### src/ocd_map.svh
// register map, field positions and reset values of the output pair divider
`ifndef OCD_MAP_SVH
`define OCD_MAP_SVH
// register indices; byte address is four times the index
`define OCD_IDX_PERIOD 10'h190
`define OCD_IDX_CONTROL 10'h191
`define OCD_IDX_ROUTING 10'h192
`define OCD_IDX_SRCSEL 10'h1e1
`define OCD_IDX_STATUS 10'h1f0
`define OCD_RST_PERIOD 8'h00
`define OCD_RST_CONTROL 8'h80
`define OCD_RST_ROUTING 8'h00
`define OCD_RST_SRCSEL 8'h00
// period fields
`define OCD_PER_LOW 7:4
`define OCD_PER_HIGH 3:0
// control fields
`define OCD_CTL_BYPASS 7
`define OCD_CTL_NOSYNC 6
`define OCD_CTL_FORCE 5
`define OCD_CTL_START 4
`define OCD_CTL_PHASE 3:0
// routing fields
`define OCD_RT_DIRECT 1
`define OCD_RT_DUTY_CORRECT_DISABLE 0
// source select field and codes
`define OCD_SRC_FIELD 1:0
`define OCD_SRC_OSC 2'b10
`define OCD_SRC_EXT 2'b00
`define OCD_SRC_NONE 2'b01
// bus constants
`define OCD_RESP_OKAY 2'h0
`define OCD_RESP_SLVERR 2'h2
`define OCD_PAD_W 24
`endif

### src/ocd_pkg.sv
// types shared by the output pair divider files
package ocd_pkg;
  // divider sequencing, gray coded along hold, delay, run
  typedef enum logic [1:0] {
    OCD_HOLD = 2'b00,
    OCD_DELAY = 2'b01,
    OCD_RUN = 2'b11
  } ocd_state_e;
  typedef logic [7:0] ocd_reg_t;
endpackage

### src/ocd_sync2.sv
// two flip-flop synchroniser for asynchronous pin levels
`timescale 1ns/1ps
`default_nettype none
module ocd_sync2 #(
  parameter int W = 1
) (
  input wire logic aclk,
  input wire logic aresetn,
  input wire logic [W-1:0] pin_lvl,
  output logic [W-1:0] sync_q
);
  logic [W-1:0] meta_q;
  genvar g;
  ////////////////////////////////////////////////////////////////////////
  // first stage feeds only the second stage
  for (g = 0; g < W; g++) begin : g_bit
    always_ff @(posedge aclk) begin
      if (!aresetn) begin
        meta_q[g] <= 1'b0;
        sync_q[g] <= 1'b0;
      end else begin
        meta_q[g] <= pin_lvl[g];
        sync_q[g] <= meta_q[g];
      end
    end
  end
endmodule
`default_nettype wire

### src/ocd_div_core.sv
// high/low counting divider with start level, phase delay and duty correction
`timescale 1ns/1ps
`default_nettype none
module ocd_div_core #(
  parameter int CNT_W = 4
) (
  input wire logic aclk,
  input wire logic aresetn,
  input wire logic src_rise,
  input wire logic hold,
  input wire logic start_high,
  input wire logic dcc_en,
  input wire logic [CNT_W-1:0] phase,
  input wire logic [CNT_W-1:0] high_cnt,
  input wire logic [CNT_W-1:0] low_cnt,
  output logic level_q,
  output ocd_pkg::ocd_state_e state_q
);
  import ocd_pkg::*;
  logic [CNT_W:0] sum, hi_lim, lo_lim, lim, cnt_q;
  logic [CNT_W-1:0] pcnt_q;

  ////////////////////////////////////////////////////////////////////////
  // correction splits the whole period evenly, odd periods favour high
  always_comb begin
    sum = {1'b0, high_cnt} + {1'b0, low_cnt};
    if (dcc_en) begin
      hi_lim = (sum + (CNT_W+1)'(1)) >> 1;
      lo_lim = sum - hi_lim;
    end else begin
      hi_lim = {1'b0, high_cnt};
      lo_lim = {1'b0, low_cnt};
    end
    lim = level_q ? hi_lim : lo_lim;
  end

  ////////////////////////////////////////////////////////////////////////
  // sequencing; hold parks the output at the start level
  always_ff @(posedge aclk) begin
    if (!aresetn) begin
      state_q <= OCD_HOLD;
      level_q <= 1'b0;
      cnt_q <= '0;
      pcnt_q <= '0;
    end else if (hold) begin
      state_q <= OCD_HOLD;
      level_q <= start_high;
      cnt_q <= '0;
    end else begin
      case (state_q)
        OCD_HOLD: begin
          level_q <= start_high;
          pcnt_q <= phase;
          state_q <= (phase == '0) ? OCD_RUN : OCD_DELAY;
        end
        OCD_DELAY: begin
          if (src_rise) begin
            pcnt_q <= pcnt_q - CNT_W'(1);
            if (pcnt_q == CNT_W'(1)) begin
              state_q <= OCD_RUN;
            end
          end
        end
        OCD_RUN: begin
          // >= so that a period shortened mid-phase ends at once instead of wrapping
          if (src_rise && cnt_q >= lim) begin
            level_q <= ~level_q;
            cnt_q <= '0;
          end else if (src_rise) begin
            cnt_q <= cnt_q + (CNT_W+1)'(1);
          end
        end
        default: state_q <= OCD_HOLD;
      endcase
    end
  end
endmodule
`default_nettype wire

### src/ocd_top.sv
// output pair clock divider with routing and an axi4-lite register slave
`timescale 1ns/1ps
`default_nettype none
`include "ocd_map.svh"
// Overview of operation
// - with the correction-disable bit set, the divider output stays low for the low-count field plus one input cycles, reset zero.
// - with the correction-disable bit set, the divider output stays high for the high-count field plus one input cycles, reset zero.
// - with bypass set the divider is powered down and its input passes straight through.
// - with ignore-sync clear the divider obeys the chip sync signal, with it set it ignores it.
// - with ignore-sync set and direct-route and bypass clear, the output sits static at the level of the force-high bit.
// - the start-level bit picks whether the divided clock starts low or high.
// - a four-bit phase-offset field, reset zero, sets the coarse phase of the divider.
// - with direct-route, bypass and ignore-sync all clear, both pair outputs follow the divider output.
// - direct-route with source select 10 sends the internal oscillator to both outputs.
// - direct-route with source select 00 sends the external clock input to both outputs.
// - direct-route with source select 01 has no effect and the divider path stays.
// - duty-cycle correction is on while the correction-disable bit is clear.
module ocd_top #(
  parameter int ADDR_W = 12
) (
  input wire logic aclk,
  input wire logic aresetn,
  input wire logic [ADDR_W-1:0] awaddr,
  input wire logic awvalid,
  output logic awready,
  input wire logic [31:0] wdata,
  input wire logic [3:0] wstrb,
  input wire logic wvalid,
  output logic wready,
  output logic [1:0] bresp,
  output logic bvalid,
  input wire logic bready,
  input wire logic [ADDR_W-1:0] araddr,
  input wire logic arvalid,
  output logic arready,
  output logic [31:0] rdata,
  output logic [1:0] rresp,
  output logic rvalid,
  input wire logic rready,
  input wire logic internal_oscillator,
  input wire logic ext_clk_in,
  input wire logic sync_n,
  output logic pair_a_output_first,
  output logic pair_a_output_second
);
  import ocd_pkg::*;

  ocd_reg_t period_q, control_q, routing_q, srcsel_q;
  logic aw_have_q, w_have_q, w_lane_q, wr_fire, wr_hit, rd_hit;
  logic [ADDR_W-3:0] aw_idx_q, ar_idx;
  logic [7:0] w_byte_q;
  ocd_reg_t rd_val;
  logic [2:0] pin_s;
  logic osc_s, ext_s, sync_act, src_lvl, src_prev_q, src_rise;
  logic bypass, nosync, force_hi, direct, dcc_en, hold, out_d;
  logic [1:0] src_sel;
  logic div_level;
  ocd_state_e div_state;

  ////////////////////////////////////////////////////////////////////////
  // pins are asynchronous to aclk; nothing reads them before two flops
  ocd_sync2 #(.W(3)) u_sync (
    .aclk(aclk),
    .aresetn(aresetn),
    .pin_lvl({sync_n, ext_clk_in, internal_oscillator}),
    .sync_q(pin_s)
  );
  assign osc_s = pin_s[0];
  assign ext_s = pin_s[1];
  assign sync_act = ~pin_s[2];

  ////////////////////////////////////////////////////////////////////////
  // field decode
  assign bypass = control_q[`OCD_CTL_BYPASS];
  assign nosync = control_q[`OCD_CTL_NOSYNC];
  assign force_hi = control_q[`OCD_CTL_FORCE];
  assign direct = routing_q[`OCD_RT_DIRECT];
  assign dcc_en = ~routing_q[`OCD_RT_DUTY_CORRECT_DISABLE];
  assign src_sel = srcsel_q[`OCD_SRC_FIELD];
  // the divider input is the oscillator only when selected, else the pin
  assign src_lvl = (src_sel == `OCD_SRC_OSC) ? osc_s : ext_s;
  // a powered-down divider and a sync it obeys both park the counter
  assign hold = bypass | (sync_act & ~nosync);

  ////////////////////////////////////////////////////////////////////////
  // rising edges of the divider input; src_lvl is already second stage
  always_ff @(posedge aclk) begin
    if (!aresetn) begin
      src_prev_q <= 1'b0;
    end else begin
      src_prev_q <= src_lvl;
    end
  end
  assign src_rise = src_lvl & ~src_prev_q;

  ////////////////////////////////////////////////////////////////////////
  // divider proper; the input must toggle below half the aclk rate
  ocd_div_core #(.CNT_W(4)) u_div (
    .aclk(aclk),
    .aresetn(aresetn),
    .src_rise(src_rise),
    .hold(hold),
    .start_high(control_q[`OCD_CTL_START]),
    .dcc_en(dcc_en),
    .phase(control_q[`OCD_CTL_PHASE]),
    .high_cnt(period_q[`OCD_PER_HIGH]),
    .low_cnt(period_q[`OCD_PER_LOW]),
    .level_q(div_level),
    .state_q(div_state)
  );

  ////////////////////////////////////////////////////////////////////////
  // output selection: direct route first, then bypass, force, divider
  always_comb begin
    if (direct && src_sel == `OCD_SRC_OSC) begin
      out_d = osc_s;
    end else if (direct && src_sel == `OCD_SRC_EXT) begin
      out_d = ext_s;
    end else if (bypass) begin
      out_d = src_lvl;
    end else if (nosync) begin
      out_d = force_hi;
    end else begin
      out_d = div_level;
    end
  end

  // both outputs of the pair come from one decision so they never skew
  always_ff @(posedge aclk) begin
    if (!aresetn) begin
      pair_a_output_first <= 1'b0;
      pair_a_output_second <= 1'b0;
    end else begin
      pair_a_output_first <= out_d;
      pair_a_output_second <= out_d;
    end
  end

  ////////////////////////////////////////////////////////////////////////
  // write address channel; ready drops once an address is held
  always_ff @(posedge aclk) begin
    if (!aresetn) begin
      awready <= 1'b0;
      aw_have_q <= 1'b0;
      aw_idx_q <= '0;
    end else if (awready && awvalid) begin
      awready <= 1'b0;
      aw_have_q <= 1'b1;
      aw_idx_q <= awaddr[ADDR_W-1:2];
    end else if (wr_fire) begin
      aw_have_q <= 1'b0;
    end else if (!aw_have_q && !bvalid) begin
      awready <= 1'b1;
    end
  end

  // write data channel; only byte lane zero carries register bits
  always_ff @(posedge aclk) begin
    if (!aresetn) begin
      wready <= 1'b0;
      w_have_q <= 1'b0;
      w_byte_q <= '0;
      w_lane_q <= 1'b0;
    end else if (wready && wvalid) begin
      wready <= 1'b0;
      w_have_q <= 1'b1;
      w_byte_q <= wdata[7:0];
      w_lane_q <= wstrb[0];
    end else if (wr_fire) begin
      w_have_q <= 1'b0;
    end else if (!w_have_q && !bvalid) begin
      wready <= 1'b1;
    end
  end

  assign wr_fire = aw_have_q & w_have_q & ~bvalid;

  // write decode; status is read only and unmapped words answer slverr
  always_comb begin
    case (aw_idx_q)
      `OCD_IDX_PERIOD, `OCD_IDX_CONTROL, `OCD_IDX_ROUTING, `OCD_IDX_SRCSEL: wr_hit = 1'b1;
      default: wr_hit = 1'b0;
    endcase
  end

  // write response
  always_ff @(posedge aclk) begin
    if (!aresetn) begin
      bvalid <= 1'b0;
      bresp <= `OCD_RESP_OKAY;
    end else if (wr_fire) begin
      bvalid <= 1'b1;
      bresp <= wr_hit ? `OCD_RESP_OKAY : `OCD_RESP_SLVERR;
    end else if (bready) begin
      bvalid <= 1'b0;
    end
  end

  ////////////////////////////////////////////////////////////////////////
  // configuration registers; a cleared lane-zero strobe leaves them alone
  always_ff @(posedge aclk) begin
    if (!aresetn) begin
      period_q <= `OCD_RST_PERIOD;
      control_q <= `OCD_RST_CONTROL;
      routing_q <= `OCD_RST_ROUTING;
      srcsel_q <= `OCD_RST_SRCSEL;
    end else if (wr_fire && w_lane_q) begin
      case (aw_idx_q)
        `OCD_IDX_PERIOD: period_q <= w_byte_q;
        `OCD_IDX_CONTROL: control_q <= w_byte_q;
        `OCD_IDX_ROUTING: routing_q <= w_byte_q;
        `OCD_IDX_SRCSEL: srcsel_q <= w_byte_q;
        default: period_q <= period_q;
      endcase
    end
  end

  ////////////////////////////////////////////////////////////////////////
  // read decode; status shows the divider's live state
  assign ar_idx = araddr[ADDR_W-1:2];
  always_comb begin
    rd_hit = 1'b1;
    case (ar_idx)
      `OCD_IDX_PERIOD: rd_val = period_q;
      `OCD_IDX_CONTROL: rd_val = control_q;
      `OCD_IDX_ROUTING: rd_val = routing_q;
      `OCD_IDX_SRCSEL: rd_val = srcsel_q;
      `OCD_IDX_STATUS: rd_val = {3'h0, pair_a_output_first, div_state, sync_act, div_level};
      default: begin
        rd_val = '0;
        rd_hit = 1'b0;
      end
    endcase
  end

  // read channel; data is captured when the address is taken
  always_ff @(posedge aclk) begin
    if (!aresetn) begin
      arready <= 1'b0;
      rvalid <= 1'b0;
      rdata <= '0;
      rresp <= `OCD_RESP_OKAY;
    end else if (arready && arvalid) begin
      arready <= 1'b0;
      rvalid <= 1'b1;
      rdata <= {{`OCD_PAD_W{1'b0}}, rd_val};
      rresp <= rd_hit ? `OCD_RESP_OKAY : `OCD_RESP_SLVERR;
    end else if (rvalid && rready) begin
      rvalid <= 1'b0;
    end else if (!rvalid && !arready) begin
      arready <= 1'b1;
    end
  end
endmodule
`default_nettype wire

### config.mk
export PLATFORM = sky130hd
export DESIGN_NAME = ocd_top
export DESIGN_NICKNAME = d
export VERILOG_FILES = /design/src/ocd_pkg.sv /design/src/ocd_sync2.sv /design/src/ocd_div_core.sv /design/src/ocd_top.sv
export VERILOG_INCLUDE_DIRS = /design/src
export SDC_FILE = /design/constraint.sdc
export NUM_CORES = 1
export LEC_CHECK = 0
export ABC_AREA = 1
export BUFFER_PORTS_ARGS = -buffer_cell sky130_fd_sc_hd__buf_2
export CAP_MARGIN = 0
export CORE_ASPECT_RATIO = 1.5
export CORE_MARGIN = 3
export CORE_UTILIZATION = 50
export DETAILED_ROUTE_END_ITERATION = 10
export GPL_TIMING_DRIVEN = 0
export PLACE_DENSITY = 0.75
export SKIP_CTS_REPAIR_TIMING = 1
export SYNTH_ARGS = -nofsm -noshare
export SYNTH_HDL_FRONTEND = slang
export SYNTH_SLANG_ARGS = --single-unit
### constraint.sdc
create_clock -name aclk -period 5.1 [get_ports aclk]
set_input_delay 0.51 -clock aclk [delete_from_list [all_inputs] [get_ports aclk]]
set_output_delay 0.51 -clock aclk [all_outputs]
set_load 0.02 [all_outputs]
### Yosys cells after proc, flatten, opt, wreduce, memory -nomap -nowiden

Index checks and enable logic that the tools add are counted.

| operators by class | value |
|---|---|
| add/subtract/negate cells | 5 |
| multiply operators | 0 |
| div/mod/pow operators | 0 |
| $lt $le $gt $ge | 1 |
| eq/ne operators | 16 |
| shift-type cells | 0 |
| multiplexer cells | 31 |
| bitwise logic cells | 15 |
| reduce and logical (&&, ||, !) cells | 43 |

Operators with widths:

| cell | count |
|---|---|
| $eq A10 B9 Y1 const B | 9 |
| $pmux W8 S5 | 1 |
| $mux W5 | 4 |
| $reduce_and A2 Y1 | 9 |
| $mux W1 | 16 |
| $reduce_bool A2 Y1 | 6 |
| $logic_and A1 B1 Y1 | 11 |
| $add A5 B1 Y5 const B | 2 |
| $mux W2 | 5 |
| $not A1 Y1 | 10 |
| $mux W4 | 2 |
| $pmux W4 S2 | 1 |
| $reduce_or A2 Y1 | 4 |
| $pmux W2 S3 | 1 |
| $reduce_and A3 Y1 | 2 |
| $add A4 B4 Y5 | 1 |
| $ge A5 B5 Y1 | 1 |
| $logic_not A1 Y1 | 5 |
| $reduce_or A5 Y1 | 1 |
| $sub A5 B4 Y5 | 1 |
| $and A1 B1 Y1 | 4 |
| $eq A2 B2 Y1 const B | 2 |
| $eq A4 B1 Y1 const B | 1 |
| $logic_not A2 Y1 | 2 |
| 9 further kinds | 10 |

| word-level totals | value |
|---|---|
| flip-flop bits (word level) | 90 |
| bits in latches | 0 |
| bits in writable memories | 0 |
| ROM bits | 0 |
| input port bits | 70 |
| output and inout bits | 43 |
| memories | 0 |

### Depth between registers and ports, before layout

Gate-level depths: netlist (run 1).

| depth | value |
|---|---|
| depth after elaboration | 10 |
| mapped depth | 27 |
| mapped depth without buffers | 27 |

### Modules after synthesis

From an unflattened synthesis (run 1), not the netlist that was laid out.

| unflattened totals | value |
|---|---|
| cell total of the unflattened synthesis | 661 |
| area, all modules | 4636.9 µm² |

Modules (own cells, without submodules):

| module | times used | cells each | area an instance (µm²) |
|---|---|---|---|
| ocd_top | 1 | 454 | 3246.9 |
| ocd_div_core | 1 | 189 | 1224.9 |
| ocd_sync2 | 1 | 18 | 165.2 |

### Worst setup path after synthesis (run 1)

Ideal clock, no wire load.

| path | value |
|---|---|
| path type | reg2reg |
| from | reg period_q[0] |
| to | reg u_div.level_q |
| data arrival time | 3.168 ns |
| path slack | 1.817 ns |
| stages on the path, launching flop included | 23 |
| buffers on the path | 0 |
| clock period less this slack | 3.283 ns |
| cell sequence | dfxtp_1 -> ha_1 -> fa_1 -> ha_1 -> inv_1 -> nor2_1 -> nand4_1 -> and2_1 -> ha_1 -> inv_1 -> o21bai_1 -> a21oi_1 -> o211ai_1 -> ha_1 -> nand2_1 -> nor2_1 -> nand2_1 -> nand3_1 -> nand2_1 -> nand2_1 -> nand3_1 -> nand2_1 -> nor2_1 |

| between the ends | value |
|---|---|
| longest elaborated chain between the ends | 9 |
| elaborated cells on any way between the ends | 10 |
| those cells by class | 3 x add/sub; 1 x order compare; 1 x eq/ne; 3 x mux; 2 x reduce/logical |

RTL lines:

| element | line | source |
|---|---|---|
| from (decl) | ocd_top.sv:48 | `ocd_reg_t period_q, control_q, routing_q, srcsel_q;` |
| from (signal assigned) | ocd_top.sv:203 | `` period_q <= `OCD_RST_PERIOD; `` |
| from (signal assigned) | ocd_top.sv:209 | `` `OCD_IDX_PERIOD: period_q <= w_byte_q; `` |
| from (signal assigned) | ocd_top.sv:213 | `default: period_q <= period_q;` |
| $add A4 B4 Y5 | ocd_div_core.sv:26 | `sum = {1'b0, high_cnt} + {1'b0, low_cnt};` |
| $add A5 B1 Y5 | ocd_div_core.sv:28 | `hi_lim = (sum + (CNT_W+1)'(1)) >> 1;` |
| $sub A5 B4 Y5 | ocd_div_core.sv:29 | `lo_lim = sum - hi_lim;` |
| $mux W5 | ocd_div_core.sv:27 | `if (dcc_en) begin` |
| $mux W5 (*) | ocd_div_core.sv:34 | `lim = level_q ? hi_lim : lo_lim;` |
| $ge A5 B5 Y1 (*) | ocd_div_core.sv:66 | `if (src_rise && cnt_q >= lim) begin` |
| $logic_and A1 B1 Y1 (*) | ocd_div_core.sv:66 |  |
| $ne A3 B2 Y1 (no source line) (*) | - |  |
| $reduce_and A2 Y1 (no source line) (*) | - |  |
| to (signal assigned) | ocd_div_core.sv:47 | `level_q <= start_high;` |
| to (signal assigned) | ocd_div_core.sv:52 | `level_q <= start_high;` |
| to (signal assigned) | ocd_div_core.sv:67 | `level_q <= ~level_q;` |
| to (decl) | ocd_div_core.sv:16 | `output logic level_q,` |

Every way passes the cells marked *; elsewhere a longest branch is shown, timed or not.
A chain may end at the register's enable or synchronous reset.

### Worst setup path after layout (run 1)

| path | value |
|---|---|
| from | reg period_q[0] |
| to | reg u_div.cnt_q[1] |

| between the ends | value |
|---|---|
| longest elaborated chain between the ends | 9 |
| elaborated cells on any way between the ends | 11 |
| those cells by class | 3 x add/sub; 1 x order compare; 4 x mux; 3 x reduce/logical |

RTL lines:

| element | line | source |
|---|---|---|
| $add A4 B4 Y5 | ocd_div_core.sv:26 |  |
| $add A5 B1 Y5 | ocd_div_core.sv:28 |  |
| $sub A5 B4 Y5 | ocd_div_core.sv:29 |  |
| $mux W5 | ocd_div_core.sv:27 |  |
| $mux W5 (*) | ocd_div_core.sv:34 |  |
| $ge A5 B5 Y1 (*) | ocd_div_core.sv:66 |  |
| $logic_and A1 B1 Y1 (*) | ocd_div_core.sv:66 |  |
| $reduce_bool A2 Y1 (no source line) | - |  |
| $reduce_and A2 Y1 (no source line) | - |  |
| to (signal assigned) | ocd_div_core.sv:70 | `cnt_q <= cnt_q + (CNT_W+1)'(1);` |
| to (decl) | ocd_div_core.sv:20 | `logic [CNT_W:0] sum, hi_lim, lo_lim, lim, cnt_q;` |

Marked as above.

==> results.json, run 1 <==
{
  "critPathCaptureType": "flop",
  "fp-row-count": 42,
  "synth.distinct_cells": 35,
  "ys_seq_area_share_pct": 37.51,
  "max_freq_ghz": 0.2674,
  "clock_path_buffers": 2,
  "tightest_slew_ns": 0.7148,
  "period_needed_ns": 3.740,
  "rsz0062_at_grt": "false",
  "io_pins": 113,
  "finalCritPeriodShare_pct": 73.33,
  "multiInputGateArea_um2": 2440,
  "synth_seq_cells": 88,
  "synth_area_um2": 4697,
  "drv_slew": 0,
  "synthAdderAreaFrac_pct": 4.955,
  "clock_skew_ns": 0.003705,
  "maxCapViolations": 0,
  "die_x_um": 85.14,
  "drt_first_pass_iters": 5,
  "cp_max_fo": 4,
  "outcome": "complete, no violations",
  "hold_path.class": "input pin to flop",
  "hpwl_um": 9349,
  "clock_sinks": 88,
  "crit_type": "flop to flop",
  "final_nets": 846,
  "postSynthAreaPerCell_um2": 7.042,
  "slew_headroom_pct": 52.34,
  "setup_tns_ns": 0,
  "p_per_area_nw_per_um2": 268.5,
  "setup_violations": 0,
  "htreeDepth": 3,
  "irDropWorstVdd_uv": 238.4,
  "clk_latency_ns": 0.34,
  "crit_chain": "ha_1 -> fa_1 -> ha_1 -> inv_1 -> nor2_1 -> nand4_1 -> and2_1 -> ha_1 -> inv_1 -> o21bai_1 -> a21oi_1 -> o211ai_1 -> ha_1 -> a21oi_1 -> nand3_1 -> nand2_1 -> nand3_1 -> a21oi_1",
  "path_common_cell": "ha_1",
  "fill_cells": 865,
  "dieArea_um2": 10620,
  "synthMuxAreaShare_pct": 0,
  "grt_pass1_vias": 4264,
  "drt_iter0_drc": 351,
  "synthesis.yosys.warnings": 0,
  "routabilityCongestion": 0.8950,
  "cts-buffers-inserted": 9,
  "final_common_cell": "nand2_1",
  "start_kind": "flop",
  "numPortBuffers": 55,
  "grt_max_degree": 16,
  "synthXorXnorAreaFrac_pct": 0.9323,
  "vias": 4545,
  "synth_compound_area_share_pct": 16.22,
  "slowest_delay_ns": 0.58,
  "wl_per_cell_um": 13.85,
  "synth_top_family_by_area": "simple AND/OR/NAND/NOR gates",
  "viasPerCell": 5.206,
  "die_h_um": 124.7,
  "final_cell_mix": "nand2_1 (114), dfxtp_1 (88), nor2_1 (79)",
  "antenna_found_initial": 0,
  "utilization_pct": 60.96,
  "coreArea_um2": 8986,
  "hold_violations": 0,
  "areaGrowthSynthToFinish_pct": 16.62,
  "grt_overflow_total": 0,
  "drc_errors": 0,
  "clk_pin_slew_ns": 0.06,
  "cts_tree": "done",
  "leakage_nw": 2.565,
  "wirelength_um": 12090,
  "grt_usage_pct": 23.26,
  "drive_above_1_share_pct": 17.17,
  "cts_root_buf": "clkbuf_16",
  "crit_arrival_ns": 4.01,
  "ff_latch_area_um2": 1762,
  "synth_simple_gate_area_share_pct": 27.76,
  "antenna_cells": 0,
  "ant_nets": 0,
  "cp.required_ns": 5.37,
  "start_util_pct": 52.27,
  "crit_path_top_delay_cell": "fa_1",
  "grt_pass1_wl_um": 19720,
  "synthCells": 667
}
state kept, by name, indices dropped and copies added (netlist names), 2 cells and up:
register / count
aw_idx_q: 10
control_q: 8
period_q: 8
rdata: 8
routing_q: 8
srcsel_q: 8
w_byte_q: 8
u_div.cnt_q: 5
u_div.pcnt_q: 4
u_sync.meta_q: 3
u_sync.sync_q: 3
u_div.state_q: 2
kinds of logic (layout without fill, tap and decap cells):
kind of cell	count (synthesis)	after routing
adders and majority gates	18	18
DFF	88	88
buffers and inverters	125	196
other	1	26
and+or+nand+nor	282	282
AOI/OAI and AO/OA	148	148
xor gates and xnor gates	5	5
final cells by class:
type	instances	area share, %
Clock buffer	9	4.111
Inverter	81	5.596
Multi-Input combinational cell	479	44.54
Tap cell	110	2.513
Sequential cell	88	32.16
Clock inverter	7	0.8908
Timing Repair Buffer	55	5.025
Buffer	44	5.162
worst paths after layout:
path	from	end	slack [ns]	cells after the start
worst max-delay path	period_q[0]	u_div.cnt_q[1]	1.36	18
worst min-delay path	internal_oscillator	u_sync.meta_q[0]	0.35	3
worst max register to register	period_q[0]	u_div.cnt_q[1]	1.36	18
worst min register to register	u_sync.meta_q[1]	u_sync.sync_q[1]	0.42	2
metal layers:
| layer | global-route usage (%) | routed length (um) | up-vias |
|---|---|---|---|
| met2 | 42.72 | 6489 | 145 |
| met3 | 4.434 | 640 | 17 |
| met5 | 0 | 0 | - |
| met1 | 25.73 | 4656 | 2076 |
| met4 | 8.854 | 306 | 0 |
| li1 | - | - | 2307 |
power breakdown:
part / internal, W / switching (W) / leakage, nW / total (W)
Sequential: 0.000709 / 0.0000173 / 0.716 / 0.000726
Clock: 0.000328 / 0.000273 / 0.123 / 0.000602
Combinational: 0.0000521 / 0.0000909 / 1.73 / 0.000143
Total: 0.00109 / 0.000382 / 2.56 / 0.00147
worst max-delay path: cells and delay by family, from the launching register on:
| kind | cells | cell delay [ns] |
|---|---|---|
| fa+ha+maj | 5 | 1.64 |
| simple gates | 6 | 0.87 |
| compound gates | 5 | 0.68 |
| flops | 1 | 0.35 |
| buf+inv | 2 | 0.11 |
synth_stat cells, drive strengths merged:
master  count  area [um2]
nand3      50       285.3
fa          1       20.02
nand3b      5       41.29
o21ai      85       425.4
nand4       7       43.79
dfxtp      88        1762
o31ai       1       7.510
o21bai      1       7.510
conb        1       3.750
o21a        1       7.510
nand2     114       427.9
nor2       92       430.4
and2        1       6.260
clkbuf     11       41.29
inv        81       306.5
a31oi       1       6.260
or2         1       8.760
xor2        5       43.79
nor3       12       60.06
a21oi      56       280.3
buf        33       241.5
ha         17       212.7
o211ai      3       27.52
metrics by stage:
| step | instances | cell area, um2 | hold slack, ns | power [W] | setup WS (ns) |
|---|---|---|---|---|---|
| after floorplan | 692 | 4791 | 0.3905 | 0.0008373 | 1.817 |
| after global placement | 857 | 5204 | 0.3924 | 0.0008784 | 1.522 |
| after detailed placement | 857 | 5204 | 0.4027 | 0.0008827 | 1.413 |
| after CTS | 873 | 5478 | 0.3431 | 0.001482 | 1.384 |
| after global routing | 873 | 5478 | 0.3613 | 0.001527 | 0.9230 |
| final | 873 | 5478 | 0.3504 | 0.001471 | 1.360 |
Power figures use the tool's default switching activity.
==> inputs of run 2 (changes only) <==
--- a/config.mk
+++ b/config.mk
@@ -11,10 +11,10 @@
 export CAP_MARGIN = 0
 export CORE_ASPECT_RATIO = 1.5
 export CORE_MARGIN = 3
-export CORE_UTILIZATION = 50
+export CORE_UTILIZATION = 49
 export DETAILED_ROUTE_END_ITERATION = 10
 export GPL_TIMING_DRIVEN = 0
-export PLACE_DENSITY = 0.75
+export PLACE_DENSITY = 0.77
 export SKIP_CTS_REPAIR_TIMING = 1
 export SYNTH_ARGS = -nofsm -noshare
 export SYNTH_HDL_FRONTEND = slang
==> constraint.sdc (replaced) <==
create_clock -name aclk -period 3.3 [get_ports aclk]
set_input_delay 0.33 -clock aclk [delete_from_list [all_inputs] [get_ports aclk]]
set_output_delay 0.33 -clock aclk [all_outputs]
set_load 0.02 [all_outputs]
==> run 2 against run 1 <==
  * The run now ends with negative setup slack left
  * Setup slack got worse by 1.5 ns
  * Count of clock-buffer cells in the layout is the same
  * Non-clock buffer count rose by 4
  * Clock skew is 0.0039 ns higher
  * Maximum frequency rose by 9.3%
  * First-iteration DRC count down 3.4%
  * Via count grew 1.1%
==> results.json, run 2 (synthesis gave the netlist of run 1 again) <==
{
  "switching_share_pct": 24.26,
  "dieArea_um2": 10820,
  "p_total_w": 0.002426,
  "violations": "negative setup slack",
  "multiInputGateArea_um2": 2606,
  "numPortBuffers": 55,
  "final_nets": 850,
  "areaGrowthSynthToFinish_pct": 22.08,
  "slew_headroom_pct": 54.42,
  "setup_ws_ns": -0.1217,
  "grtUsageMet3_pct": 3.927,
  "die_x_um": 85.94,
  "grt_util_met2_pct": 40.62,
  "antenna_found_initial": 0,
  "min_path_cells": 3,
  "clk_pin_slew_ns": 0.06,
  "outcome": "finished, violations left",
  "cts-buffers-inserted": 9,
  "ant_nets": 0,
  "fill_cells": 849,
  "r2r_cells": 21,
  "hpwl_um": 9247,
  "drive_above_1_share_pct": 22.43,
  "drv_slew": 0,
  "largest_reg_flops": 10,
  "die_h_um": 125.9,
  "drt_first_pass_iters": 5,
  "busiest_layer": "met2",
  "grt_use_met1_pct": 23.82,
  "htreeDepth": 3,
  "clk_latency_ns": 0.34,
  "leakage_nw": 2.626,
  "drt_iter0_drc": 339,
  "wl_per_cell_um": 13.97,
  "final_cell_mix": "nand2_1 (108), dfxtp_1 (84), nor2_1 (78)",
  "crit_type": "flop to flop",
  "hold_path.class": "input pin to flop",
  "ff_latch_area_um2": 1769,
  "grt_pass1_wl_um": 19150,
  "r2r_slack_ns": -0.12,
  "final_common_cell": "nand2_1",
  "netSwitchingPower_w": 0.0005885,
  "critPathCaptureType": "flop",
  "routabilityCongestion": 0.9402,
  "cp.required_ns": 3.54,
  "coreArea_um2": 9308,
  "combPwrFrac_pct": 9.1,
  "grt_usage_pct": 22.02,
  "period_needed_ns": 3.422,
  "grt_max_degree": 16,
  "setup_violations": 6,
  "wirelength_um": 12280,
  "start_kind": "flop",
  "utilization_pct": 61.61,
  "grt_pass1_vias": 4269,
  "irDropWorstVdd_uv": 409.5,
  "max_freq_ghz": 0.2923,
  "cts_root_buf": "clkbuf_16",
  "vias": 4596,
  "drc_errors": 0,
  "cts_tree": "done",
  "maxCapViolations": 0,
  "tightest_slew_ns": 0.6836,
  "clock_skew_ns": 0.007617,
  "crit_arrival_ns": 3.66,
  "io_pins": 113,
  "clock_sinks": 88,
  "antenna_cells": 0,
  "regMostFlops": "aw_idx_q",
  "grt_overflow_total": 0,
  "p_clk_share_pct": 44.7,
  "hold_violations": 0,
  "internal-power_w": 0.001837,
  "rsz0062_at_grt": "true",
  "p_seq_share_pct": 46.2,
  "p_per_area_nw_per_um2": 423.1,
  "cp_max_fo": 4,
  "fp-row-count": 43,
  "start_util_pct": 50.46,
  "clock_path_buffers": 2,
  "finalCritPeriodShare_pct": 103.7,
  "viasPerCell": 5.229
}
==> run 2: worst paths after layout <==
path,endpoint,start
max,u_div.level_q,period_q[0]
min,u_sync.meta_q[2],sync_n
max reg2reg,u_div.level_q,period_q[0]
min reg2reg,u_sync.sync_q[0],u_sync.meta_q[0]
==> run 2: cell type report <==
class | count | area share, %
buffer | 44 | 4.931
clock buffer | 9 | 3.928
clock inverter | 7 | 1.680
inverter | 81 | 5.389
multi-input combinational | 479 | 45.45
sequential | 88 | 30.85
tap | 112 | 2.444
timing repair buffer | 59 | 5.324
==> run 2: per-stage QoR <==
step	setup TNS [ns]	setup WS (ns)	hold WS [ns]	cells	area (um2)
final	-0.5013	-0.1217	0.1732	879	5734
after global routing	-1.265	-0.2500	0.1926	879	5734
after CTS	-2.172	-0.3974	0.1681	875	5528
after detailed placement	-2.028	-0.3749	0.3981	859	5206
after global placement	-1.458	-0.2886	0.3935	859	5206
after floorplan	0	0.01736	0.3905	692	4791
==> run 2: critical path, stage by stage (launching register included) <==
cell and delay [ns]:
dfxtp_4 0.37, ha_4 0.17, fa_2 0.63, ha_4 0.15, inv_2 0.05, nor2_4 0.08
nand4_1 0.15, and2_4 0.20, ha_4 0.22, inv_4 0.06, o21bai_4 0.07, a21oi_2 0.13
o211ai_1 0.09, ha_1 0.35, nand2_1 0.08, nor2_1 0.04, nand2_1 0.08, nand3_2 0.08
nand2_2 0.08, nand2_2 0.07, a21oi_2 0.12, nor2_1 0.05
==> run 2: metal layers <==
metal | wire [um] | vias up | part of all wire [%]
met1 | 4694 | 2075 | 38
met2 | 6456 | 169 | 53
li1 | - | 2312 | -
met5 | 0 | - | 0
met4 | 421 | 0 | 3.4
met3 | 709 | 40 | 5.8
==> run 2: power by group through the flow <==
| stage | Clock, W | Combinational [W] | Sequential [W] |
|---|---|---|---|
| CTS | 0.00109 | 0.000218 | 0.00112 |
| global route | 0.00113 | 0.000245 | 0.00112 |
| floorplan | 0 | 0.000145 | 0.00115 |
| finish | 0.00108 | 0.000220 | 0.00112 |
| detailed placement | 0 | 0.000218 | 0.00114 |
| global placement | 0 | 0.000213 | 0.00114 |
==> inputs of run 3 (changes only) <==
--- a/config.mk
+++ b/config.mk
@@ -11,10 +11,11 @@
 export CAP_MARGIN = 0
 export CORE_ASPECT_RATIO = 1.5
 export CORE_MARGIN = 3
-export CORE_UTILIZATION = 49
+export CORE_UTILIZATION = 50
+export CTS_BUF_LIST = sky130_fd_sc_hd__clkbuf_2 sky130_fd_sc_hd__clkbuf_4 sky130_fd_sc_hd__clkbuf_8
 export DETAILED_ROUTE_END_ITERATION = 10
 export GPL_TIMING_DRIVEN = 0
-export PLACE_DENSITY = 0.77
+export PLACE_DENSITY = 0.78
 export SKIP_CTS_REPAIR_TIMING = 1
 export SYNTH_ARGS = -nofsm -noshare
 export SYNTH_HDL_FRONTEND = slang
==> constraint.sdc (replaced) <==
create_clock -name aclk -period 3.07 [get_ports aclk]
set_input_delay 0.307 -clock aclk [delete_from_list [all_inputs] [get_ports aclk]]
set_output_delay 0.307 -clock aclk [all_outputs]
set_load 0.02 [all_outputs]
==> run 3 against run 2 <==
  * The run still ends with negative setup slack left
  * Sequential power grew 7%
  * Power fell by 0.57%
  * Core utilization up 0.56 points
==> results.json, run 3 (synthesis gave the netlist of run 1 again) <==
{
  "clock_path_buffers": 2,
  "grt_overflow_total": 0,
  "hold_path.class": "input pin to flop",
  "grt_usage_pct": 22.08,
  "route.met3.wl_um": 737,
  "max_freq_ghz": 0.2901,
  "clk_latency_ns": 0.37,
  "crit_type": "flop to flop",
  "io_pins": 113,
  "cp.required_ns": 3.35,
  "grt_pass1_vias": 4283,
  "areaGrowthSynthToFinish_pct": 18.94,
  "drt_first_pass_iters": 5,
  "routabilityCongestion": 0.9259,
  "leakage_nw": 2.579,
  "period_needed_ns": 3.447,
  "regMostFlops": "aw_idx_q",
  "tightest_slew_ns": 0.6622,
  "largest_reg_flops": 10,
  "rsz0062_at_grt": "true",
  "cp_max_fo": 4,
  "critPathCaptureType": "flop",
  "p_per_area_nw_per_um2": 431.8,
  "dieArea_um2": 10620,
  "crit_path_top_delay_cell": "fa_2",
  "vias": 4586,
  "wl_per_cell_um": 13.39,
  "drive_above_1_share_pct": 21.28,
  "ant_nets": 0,
  "antenna_cells": 0,
  "drc_errors": 0,
  "start_kind": "flop",
  "numPortBuffers": 55,
  "wirelength_um": 11730,
  "slew_headroom_pct": 55.86,
  "place_ws_ns": -0.5236,
  "r2r_slack_ns": -0.38,
  "die_h_um": 124.7,
  "grt_max_degree": 15,
  "wl_met2_um": 5899,
  "cts_tree": "done",
  "slowest_delay_ns": 0.58,
  "outcome": "finished, violations left",
  "fill_cells": 809,
  "dpl_cell_area_um2": 5231,
  "drt_iter0_drc": 274,
  "cts_root_buf": "clkbuf_8",
  "violations": "negative setup slack",
  "crit_chain": "ha_4 -> fa_2 -> ha_4 -> inv_2 -> nor2_2 -> nand4_1 -> and2_4 -> ha_4 -> inv_2 -> o21bai_1 -> a21oi_1 -> o211ai_1 -> ha_1 -> nand2_1 -> nor2_1 -> nand2_1 -> nand3_2 -> nand2_2 -> nand2_2 -> a21oi_2 -> nor2_1",
  "grt_pass1_wl_um": 19090,
  "antenna_found_initial": 0,
  "drv_slew": 0,
  "min_path_cells": 3,
  "wirelength_met1_um": 4578,
  "hold_violations": 0,
  "coreArea_um2": 8986,
  "maxCapViolations": 0,
  "r2r_cells": 21,
  "clock_skew_ns": 0.01089,
  "fin_hold_ws_ns": 0.1137,
  "finalCritPeriodShare_pct": 112.3,
  "final_cell_mix": "nand2_1 (110), dfxtp_1 (83), nor2_1 (78)",
  "setup_violations": 6,
  "viasPerCell": 5.235,
  "final_nets": 849,
  "fp-row-count": 42,
  "clk_pin_slew_ns": 0.09,
  "crit_arrival_ns": 3.72,
  "htreeDepth": 3,
  "final_common_cell": "nand2_1",
  "start_util_pct": 52.27,
  "clock_sinks": 88,
  "finalInstanceArea_um2": 5587,
  "path_common_cell": "ha_4",
  "irDropWorstVdd_uv": 414.3,
  "hpwl_um": 9072,
  "die_x_um": 85.14,
  "cts-buffers-inserted": 9,
  "setup_ws_ns": -0.3774,
  "utilization_pct": 62.17,
  "dr.max_layer_used": "met4"
}
run 3: worst paths after layout:
path | from | end
max | period_q[0] | u_div.level_q
min | sync_n | u_sync.meta_q[2]
max reg2reg | period_q[0] | u_div.level_q
min reg2reg | u_sync.meta_q[2] | u_sync.sync_q[2]
run 3: area by class of cell:
type	count	area (um2)	share of cell area, %
buffer	44	282.8	5.062
multi-input combinational	479	2547	45.60
inverter	81	306.5	5.487
sequential	88	1770	31.69
tap	110	137.6	2.464
timing repair buffer	58	297.8	5.330
clock inverter	5	105.1	1.881
clock buffer	11	138.9	2.486
run 3: power breakdown:
| group | internal (W) | switching (W) | total [W] |
|---|---|---|---|
| combinational | 0.0000866 | 0.000149 | 0.000236 |
| sequential | 0.00118 | 0.0000286 | 0.00120 |
| clock | 0.000559 | 0.000414 | 0.000973 |
| total | 0.00182 | 0.000592 | 0.00241 |
run 3: through the flow:
stage,setup TNS (ns),std cells,power [W]
finish,-1.967,876,0.002412
global route,-3.243,876,0.002493
CTS,-2.789,873,0.002416
detailed placement,-2.619,857,0.001466
global placement,-2.127,857,0.001459
floorplan,-0.4752,692,0.001391
run 3: per-layer routing:
layer	vias up	track usage, %
li1	2316	-
met2	181	38.51
met5	-	0
met4	0	10.62
met3	44	5.162
met1	2045	24.71
run 3: worst max-delay path, delay by kind of cell, from the launching register on:
family / cells / cell delay (ns)
adders and majority gates: 5 / 1.46
and+or+nand+nor: 10 / 0.91
AOI/OAI and AO/OA: 4 / 0.52
DFF: 1 / 0.38
buffers and inverters: 2 / 0.06
